$ cat config.mk
export PLATFORM = sky130hd
export DESIGN_NAME = scg_gain_rate
export DESIGN_NICKNAME = d
export VERILOG_FILES = /design/src/hw/scg_pkg.sv /design/src/hw/scg_gain_rate.sv
export SDC_FILE = /design/constraint.sdc
export NUM_CORES = 2
export LEC_CHECK = 0
export BUFFER_PORTS_ARGS = -buffer_cell sky130_fd_sc_hd__buf_2
export CAP_MARGIN = 20
export CORE_UTILIZATION = 40
export DETAILED_ROUTE_END_ITERATION = 8
export PLACE_DENSITY = 0.68
export SKIP_CTS_REPAIR_TIMING = 1
export SLEW_MARGIN = 20
export SYNTH_ARGS = -nofsm -noshare
export SYNTH_HDL_FRONTEND = slang
export SYNTH_SLANG_ARGS = --single-unit
$ cat constraint.sdc
create_clock -name i_sys_clk -period 21.7 [get_ports i_sys_clk]
set_input_delay 3.255 -clock i_sys_clk [delete_from_list [all_inputs] [get_ports i_sys_clk]]
set_output_delay 3.255 -clock i_sys_clk [all_outputs]
set_load 0.05 [all_outputs]
$ cat src/hw/scg_pkg.sv
// Constants for the self-calibration gain stage and rate decode
package scg_pkg;
   // Register width and reset value
   localparam int          SCG_REG_W      = 24;
   localparam logic [23:0] SCG_GAIN_RST   = 24'h000000;
   // Gain value: two's complement, unity at 2^22 (range up to 2x)
   localparam int          SCG_GAIN_FRAC  = 22;
   // Result width of the correction path
   localparam int          SCG_DATA_W     = 24;
   // Rate field width
   localparam int          SCG_RATE_W     = 3;
   // First rate code with a continuous rate
   localparam logic [2:0]  SCG_RATE_CONT0 = 3'h4;
   // Rates are reported in milli-samples per second
   localparam int          SCG_MSPS_W     = 20;
   localparam logic [19:0] SCG_SC_60HZ [8] = '{20'h003E8, 20'h009C4, 20'h01388, 20'h02710,
                                               20'h03A98, 20'h07530, 20'h0EA60, 20'h1D4C0};
   localparam logic [19:0] SCG_SC_50HZ [8] = '{20'h00341, 20'h00820, 20'h0104A, 20'h0208A,
                                               20'h030D4, 20'h061A8, 20'h0C350, 20'h186A0};
   localparam logic [19:0] SCG_CT_60HZ [4] = '{20'h0EA60, 20'h1D4C0, 20'h3A980, 20'h75300};
   localparam logic [19:0] SCG_CT_50HZ [4] = '{20'h0C350, 20'h186A0, 20'h30D40, 20'h61A80};
   // Shift states of the serial register port
   typedef enum logic [1:0]
   {
      SCG_IDLE  = 2'b00,
      SCG_WRITE = 2'b01,
      SCG_READ  = 2'b10
   } scg_state_t;
endpackage

$ cat src/hw/scg_gain_rate.sv
// Self-calibration gain register, gain correction stage and rate decode
// Notes on behaviour
// A 24-bit host read/write register holds the self-calibration gain value.
// Serial writes and reads of that register shift the most significant bit first.
// The gain value is always treated as a two's complement number.
// A host value stays until rewritten or replaced by a completed self-calibration.
// Host writes during an active calibration are discarded.
// With the bypass bit at 0 the offset-corrected result is multiplied by the gain.
// The gain multiplier scales by up to two times.
// The corrected result is within two least significant bits of the exact product.
// With line select 0 the rate codes give the 60 Hz family of rates.
// With line select 1 the rate codes give the 50 Hz family of rates.
// The self-calibration offset is subtracted before the gain is applied.
// System offset is applied after the self corrections, as the last stage.
// Reset clears the gain register to zero.
`timescale 1ns/100ps
`default_nettype none
module scg_gain_rate
   import scg_pkg::*;
(
   input  wire logic                  i_sys_clk,
   input  wire logic                  i_rst_n,
   input  wire logic                  i_reg_sel,
   input  wire logic                  i_reg_wr,
   input  wire logic                  i_bit_stb,
   input  wire logic                  i_bit_in,
   output logic                       o_bit_out,
   input  wire logic                  i_cal_busy,
   input  wire logic                  i_cal_done,
   input  wire logic [SCG_REG_W-1:0]  i_cal_gain,
   input  wire logic                  i_self_gain_bypass,
   input  wire logic                  i_self_offset_bypass,
   input  wire logic                  i_system_offset_bypass,
   input  wire logic [SCG_REG_W-1:0]  i_self_cal_offset_value,
   input  wire logic [SCG_REG_W-1:0]  i_system_offset_value,
   input  wire logic                  i_raw_vld,
   input  wire logic [SCG_DATA_W-1:0] i_raw_data,
   output logic                       o_corr_vld,
   output logic [SCG_DATA_W-1:0]      o_corr_data,
   output logic [SCG_REG_W-1:0]       o_self_cal_gain_value,
   input  wire logic [SCG_RATE_W-1:0] i_rate,
   input  wire logic                  i_line_freq_select,
   output logic [SCG_MSPS_W-1:0]      o_single_rate_msps,
   output logic [SCG_MSPS_W-1:0]      o_cont_rate_msps,
   output logic                       o_cont_valid
);

   // Two's complement saturation of a wide value to the data width
   function automatic logic [SCG_DATA_W-1:0] sat24(input logic signed [49:0] v);
      logic signed [49:0] hi;
      logic signed [49:0] lo;
      hi = 50'sh7FFFFF;
      lo = -50'sh800000;
      if (v > hi)
         sat24 = 24'h7FFFFF;
      else if (v < lo)
         sat24 = 24'h800000;
      else
         sat24 = v[SCG_DATA_W-1:0];
   endfunction

   // Select, strobe and data inputs pass two flip-flops; the write flag is used unsynced
   logic [1:0] sel_sync_r;
   logic [1:0] stb_sync_r;
   logic [1:0] din_sync_r;
   logic [1:0] sel_sync_nxt;
   logic [1:0] stb_sync_nxt;
   logic [1:0] din_sync_nxt;
   logic       stb_prev_r;
   logic       stb_prev_nxt;

   always_comb
   begin
      sel_sync_nxt = {sel_sync_r[0], i_reg_sel};
      stb_sync_nxt = {stb_sync_r[0], i_bit_stb};
      din_sync_nxt = {din_sync_r[0], i_bit_in};
      stb_prev_nxt = stb_sync_r[1];
   end

   always_ff @(posedge i_sys_clk or negedge i_rst_n)
   begin
      if (!i_rst_n)
      begin
         sel_sync_r <= 2'h0;
         stb_sync_r <= 2'h0;
         din_sync_r <= 2'h0;
         stb_prev_r <= 1'b0;
      end
      else
      begin
         sel_sync_r <= sel_sync_nxt;
         stb_sync_r <= stb_sync_nxt;
         din_sync_r <= din_sync_nxt;
         stb_prev_r <= stb_prev_nxt;
      end
   end

   // Rise of the synced strobe
   logic bit_rise;
   assign bit_rise = stb_sync_r[1] & ~stb_prev_r;

   // Serial port state
   scg_state_t           state_r;
   scg_state_t           state_nxt;
   logic [SCG_REG_W-1:0] shift_r;
   logic [SCG_REG_W-1:0] shift_nxt;
   logic [4:0]           cnt_r;
   logic [4:0]           cnt_nxt;
   logic [SCG_REG_W-1:0] gain_r;
   logic [SCG_REG_W-1:0] gain_nxt;
   logic                 dout_r;
   logic                 dout_nxt;
   // Set once select drops, so one select frame gives one transfer
   logic                 armed_r;
   logic                 armed_nxt;

   always_comb
   begin
      state_nxt = state_r;
      shift_nxt = shift_r;
      cnt_nxt   = cnt_r;
      gain_nxt  = gain_r;
      dout_nxt  = dout_r;
      armed_nxt = armed_r;
      case (state_r)
         SCG_IDLE:
         begin
            cnt_nxt = 5'h00;
            // Start only after select was seen low
            if (!sel_sync_r[1])
               armed_nxt = 1'b1;
            else if (armed_r)
            begin
               armed_nxt = 1'b0;
               if (i_reg_wr)
                  state_nxt = SCG_WRITE;
               else
               begin
                  state_nxt = SCG_READ;
                  shift_nxt = gain_r;
                  // MSB first out
                  dout_nxt  = gain_r[SCG_REG_W-1];
               end
            end
         end
         SCG_WRITE:
         begin
            if (!sel_sync_r[1])
               state_nxt = SCG_IDLE;
            else if (bit_rise)
            begin
               // MSB first in
               shift_nxt = {shift_r[SCG_REG_W-2:0], din_sync_r[1]};
               cnt_nxt   = cnt_r + 5'h01;
               if (cnt_r == 5'(SCG_REG_W - 1))
               begin
                  state_nxt = SCG_IDLE;
                  // Drop write when busy
                  if (!i_cal_busy)
                     gain_nxt = {shift_r[SCG_REG_W-2:0], din_sync_r[1]};
               end
            end
         end
         SCG_READ:
         begin
            if (!sel_sync_r[1])
               state_nxt = SCG_IDLE;
            else if (bit_rise)
            begin
               // Shift out MSB first
               shift_nxt = {shift_r[SCG_REG_W-2:0], 1'b0};
               dout_nxt  = shift_r[SCG_REG_W-2];
               cnt_nxt   = cnt_r + 5'h01;
               if (cnt_r == 5'(SCG_REG_W - 1))
                  state_nxt = SCG_IDLE;
            end
         end
         default:
            state_nxt = SCG_IDLE;
      endcase
      // Calibration result replaces
      if (i_cal_done)
         gain_nxt = i_cal_gain;
   end

   always_ff @(posedge i_sys_clk or negedge i_rst_n)
   begin
      if (!i_rst_n)
      begin
         state_r <= SCG_IDLE;
         shift_r <= SCG_GAIN_RST;
         cnt_r   <= 5'h00;
         // Reset clears gain
         gain_r  <= SCG_GAIN_RST;
         dout_r  <= 1'b0;
         armed_r <= 1'b0;
      end
      else
      begin
         state_r <= state_nxt;
         shift_r <= shift_nxt;
         cnt_r   <= cnt_nxt;
         // Gain register store
         gain_r  <= gain_nxt;
         dout_r  <= dout_nxt;
         armed_r <= armed_nxt;
      end
   end

   assign o_bit_out             = dout_r;
   assign o_self_cal_gain_value = gain_r;

   // Correction pipeline
   logic                  vld_r;
   logic                  vld_nxt;
   logic [SCG_DATA_W-1:0] corr_r;
   logic [SCG_DATA_W-1:0] corr_nxt;
   logic signed [49:0]    off_sub;
   logic signed [49:0]    scaled;
   logic signed [49:0]    sys_sub;
   logic signed [49:0]    prod;

   always_comb
   begin
      // Self offset first
      off_sub = 50'(signed'(i_raw_data));
      if (!i_self_offset_bypass)
         off_sub = off_sub - 50'(signed'(i_self_cal_offset_value));
      // Signed gain multiply
      prod = 50'(signed'(sat24(off_sub))) * 50'(signed'(gain_r));
      // Round to nearest LSB
      scaled = (prod + (50'sd1 <<< (SCG_GAIN_FRAC - 1))) >>> SCG_GAIN_FRAC;
      // Bypass selects the unscaled offset-corrected path
      if (i_self_gain_bypass)
         scaled = 50'(signed'(sat24(off_sub)));
      // System offset after self
      sys_sub = 50'(signed'(sat24(scaled)));
      if (!i_system_offset_bypass)
         sys_sub = sys_sub - 50'(signed'(i_system_offset_value));
      vld_nxt  = i_raw_vld;
      // Hold result between pulses
      corr_nxt = i_raw_vld ? sat24(sys_sub) : corr_r;
   end

   always_ff @(posedge i_sys_clk or negedge i_rst_n)
   begin
      if (!i_rst_n)
      begin
         vld_r  <= 1'b0;
         corr_r <= 24'h000000;
      end
      else
      begin
         vld_r  <= vld_nxt;
         corr_r <= corr_nxt;
      end
   end

   assign o_corr_vld  = vld_r;
   assign o_corr_data = corr_r;

   // Rate decode
   logic [SCG_MSPS_W-1:0] sr_nxt;
   logic [SCG_MSPS_W-1:0] cr_nxt;
   logic                  cv_nxt;
   logic [SCG_MSPS_W-1:0] sr_r;
   logic [SCG_MSPS_W-1:0] cr_r;
   logic                  cv_r;

   always_comb
   begin
      // Rate table lookup
      sr_nxt = i_line_freq_select ? SCG_SC_50HZ[i_rate] : SCG_SC_60HZ[i_rate];
      cv_nxt = (i_rate >= SCG_RATE_CONT0);
      if (cv_nxt)
         cr_nxt = i_line_freq_select ? SCG_CT_50HZ[i_rate[1:0]] : SCG_CT_60HZ[i_rate[1:0]];
      else
         cr_nxt = 20'h00000;
   end

   always_ff @(posedge i_sys_clk or negedge i_rst_n)
   begin
      if (!i_rst_n)
      begin
         sr_r <= 20'h00000;
         cr_r <= 20'h00000;
         cv_r <= 1'b0;
      end
      else
      begin
         sr_r <= sr_nxt;
         cr_r <= cr_nxt;
         cv_r <= cv_nxt;
      end
   end

   assign o_single_rate_msps = sr_r;
   assign o_cont_rate_msps   = cr_r;
   assign o_cont_valid       = cv_r;

endmodule
`default_nettype wire

==> impl_metrics.env <==
export IMPL_clk_pin_slew_ns=0.06
export IMPL_hpwlAfterDp_um=64900
export IMPL_antenna_found_initial=1
export IMPL_cts_sinks=120
export IMPL_tritoncts="built"
export IMPL_synth_flop_cell="sky130_fd_sc_hd__dfrtp_1"
export IMPL_synth_yosys_warnings=0
export IMPL_worst_path_dominant_cell_family="compound AO/OA/AOI/OAI gates"
export IMPL_groute_usage_overall=0.227
export IMPL_die_area_um2=78100
export IMPL_crit_path_frequent_cell="sky130_fd_sc_hd__fa_1"
export IMPL_drv_slew=0
export IMPL_cp_arrival_ns=17.69
export IMPL_timing_critical_path_slowest_stage_cell="sky130_fd_sc_hd__a21boi_0"
export IMPL_finalHoldViolCount=0
export IMPL_timing_reg2reg_worst_path_depth=41
export IMPL_max_cap_violations=0
export IMPL_route_antenna_remaining_nets=0
export IMPL_floorplan_rows=101
export IMPL_setup_slack_ns=4.35
export IMPL_cts_root_buf="sky130_fd_sc_hd__clkbuf_16"
export IMPL_totalWireLength_um=85000
export IMPL_cts_max_path_buffers=2
export IMPL_clock_insertion_delay_worst_skew_ns=0.45
export IMPL_portBuffers=194
export IMPL_synthesis_instances=3490
export IMPL_die_width_um=279
export IMPL_synth_enable_flop_cells=0
export IMPL_drt_first_iter_violations=1807
export IMPL_post_synth_instance_area_um2=30800
export IMPL_worst_endpoint_required_ns=22.03
export IMPL_synth_area_per_cell_um2=8.82
export IMPL_grt_setup_unrepaired="false"
export IMPL_initial_utilization=0.405
export IMPL_critPathKind="input pin to flip-flop"
export IMPL_detail_route_vias_per_cell=5.27
export IMPL_grt_pass1_wl_um=139000
export IMPL_die_height_um=279
export IMPL_max_freq_mhz=57.6
export IMPL_final_setup_tns_ns=0
export IMPL_detailedPlace_worstSlack_ns=4.02
export IMPL_max_slew_margin=0.269
export IMPL_synth_cell_types=97
export IMPL_drcViolationCount=0
export IMPL_htree_num_levels=4
export IMPL_run_status="complete, no violations"
export IMPL_min_path_type="flip-flop to flip-flop"
export IMPL_overflow=0
export IMPL_synth_seq_cells=120
export IMPL_vias=24400
export IMPL_globalplace_congestion=0.935
export IMPL_core_box_area_um2=76100
export IMPL_tightestPinTransition_ns=1.09
export IMPL_clock_skew_final_ns=0.0144
export IMPL_worstHoldPathCells=0
export IMPL_route_detailed_wl_per_inst_um=18.4
export IMPL_post_route_period_util=0.800
export IMPL_cp_depth=49
export IMPL_cp_num_buf_inv=8
export IMPL_fin_nets=4494
export IMPL_end_kind="flip-flop"
export IMPL_path_max_fanout=26
export IMPL_grt_max_degree=68
export IMPL_synth_async_reset_ratio=1.00
export IMPL_cts_buffers_inserted=17
export IMPL_synthToLayoutAreaGrowth_pct=8.24
export IMPL_timing_critical_path_slowest_cell_delay_ns=0.88
export IMPL_holdWs_ns=0.347
export IMPL_drt_pass1_iter_count=5
export IMPL_ioPinCount=203
export IMPL_synth_seq_area_share=0.0975
export IMPL_drive_above_1_share=0.0903
export IMPL_grt_pass1_vias=25500
export IMPL_startpoint_type="input pin"
export IMPL_period_minus_slack_ns=17.35
export IMPL_finalSetupViolations=0
==> per-stage QoR <==
stage               cells  instance area, um2  utilization
global route         4619               33300        0.438
global placement     4587               32700        0.430
finish               4620               33300        0.438
floorplan            3497               30800            -
CTS                  4619               33300        0.438
detailed placement   4587               32700        0.430
==> cells in the mapped netlist (all sizes together), types with 5 or more instances <==
master | number | area share
a22oi | 6 | 0.0019
o311ai | 9 | 0.0026
o31ai | 8 | 0.0024
xor2 | 21 | 0.0060
xnor2 | 45 | 0.013
mux2i | 36 | 0.012
nor2 | 162 | 0.020
nand2b | 16 | 0.0033
and4 | 5 | 0.0016
or3 | 6 | 0.0014
fa | 616 | 0.40
inv | 700 | 0.085
and2 | 282 | 0.057
mux2 | 6 | 0.0022
a31oi | 24 | 0.0056
o21ai | 111 | 0.018
nand3 | 28 | 0.0050
a21o | 49 | 0.012
o21a | 26 | 0.0063
a221o | 21 | 0.0068
ha | 190 | 0.077
clkbuf | 160 | 0.020
or4 | 7 | 0.0018
a211oi | 13 | 0.0037
a21oi | 176 | 0.029
a221oi | 6 | 0.0019
a21boi | 6 | 0.0015
dfrtp | 120 | 0.098
o21bai | 14 | 0.0034
or2 | 5 | 0.0010
nand2 | 394 | 0.048
nand4 | 23 | 0.0047
o31a | 8 | 0.0026
o211ai | 16 | 0.0039
nor2b | 37 | 0.0075
nor3b | 8 | 0.0020
and3 | 13 | 0.0026
buf | 25 | 0.0052
nor3 | 31 | 0.0052
==> final cells by class <==
type	instances	area [um2]
clock inverters	15	178
repair buffers	245	1360
diodes	1	2.50
well taps	1030	1290
clock buffers	17	425
inverters	701	2630
fillers	7486	42800
multi-input cells	2491	24400
flip-flops and latches	120	3000
==> per-layer routing <==
| layer | share of wire | vias to the layer above | global-route usage |
|---|---|---|---|
| met4 | 0.040 | 0 | 0.0883 |
| met2 | 0.51 | 803 | 0.390 |
| li1 | - | 11000 | - |
| met5 | 0 | - | 0 |
| met3 | 0.056 | 174 | 0.0249 |
| met1 | 0.40 | 12400 | 0.292 |
==> registers in the layout, indices dropped and copies added, names as in the netlist <==
signal and count:
o_single_rate_msps 16, o_corr_data 24, o_corr_vld 1, o_bit_out 1, stb_prev_r 1, shift_r 23, sel_sync_r 2, din_sync_r 2
o_cont_valid 1, o_cont_rate_msps 15, stb_sync_r 2, armed_r 1, cnt_r 5, state_r 2, o_self_cal_gain_value 24
==> cells by family (layout without fill, tap and decap cells) <==
| kind of cell | after synthesis | after routing | synth area share |
|---|---|---|---|
| and+or+nand+nor | 1031 | 1031 | 0.165 |
| muxes | 42 | 42 | 0.0139 |
| other | 1 | 9 | 0.000122 |
| AOI/OAI and AO/OA | 538 | 538 | 0.117 |
| adders and majority gates | 806 | 806 | 0.478 |
| buffers and inverters | 886 | 978 | 0.110 |
| xor gates and xnor gates | 66 | 66 | 0.0190 |
| DFF | 120 | 120 | 0.0975 |
==> layout by cell type, fill, tap and decap left out, types with 20 or more instances in the layout <==
master,instances
sky130_fd_sc_hd__nand4_1,23
sky130_fd_sc_hd__a31oi_1,22
sky130_fd_sc_hd__buf_2,193
sky130_fd_sc_hd__inv_1,700
sky130_fd_sc_hd__mux2i_1,36
sky130_fd_sc_hd__xnor2_1,44
sky130_fd_sc_hd__nor2_1,160
sky130_fd_sc_hd__nor2b_1,36
sky130_fd_sc_hd__fa_1,616
sky130_fd_sc_hd__xor2_1,21
sky130_fd_sc_hd__nand3_1,27
sky130_fd_sc_hd__a21o_1,49
sky130_fd_sc_hd__o21a_1,26
sky130_fd_sc_hd__o21ai_0,102
sky130_fd_sc_hd__nand2_1,394
sky130_fd_sc_hd__dfrtp_1,120
sky130_fd_sc_hd__buf_4,52
sky130_fd_sc_hd__nor3_1,30
sky130_fd_sc_hd__a221o_1,20
sky130_fd_sc_hd__and2_1,282
sky130_fd_sc_hd__ha_1,190
sky130_fd_sc_hd__a21oi_1,174
==> worst paths after layout <==
kind	slack (ns)	endpoint	from
max	4.35	o_corr_data[13]$_DFFE_PN0P_	i_self_cal_offset_value[13]
min	0.35	sel_sync_r[1]$_DFF_PN0_	sel_sync_r[0]$_DFF_PN0_
max reg2reg	8.91	o_corr_data[13]$_DFFE_PN0P_	o_self_cal_gain_value[9]$_DFFE_PN0P_
min reg2reg	0.35	sel_sync_r[1]$_DFF_PN0_	sel_sync_r[0]$_DFF_PN0_
max in group asynchronous	17.48	o_cont_rate_msps[16]$_DFF_PN0_	i_rst_n
min in group asynchronous	2.86	o_self_cal_gain_value[13]$_DFFE_PN0P_	i_rst_n
==> worst reg2reg max path: cells and delay by family (launching register included) <==
kind	cells	cell delay (ns)
AO/OA/AOI/OAI	14	3.68
adder cells (fa/ha/maj)	10	5.09
buffers and inverters	7	0.75
flip-flops	1	0.90
AND/OR/NAND/NOR	10	2.26
Power is left out: the tool's default activity adds up to more than one toggle a clock period on the data nets, which glitch-free logic cannot reach.
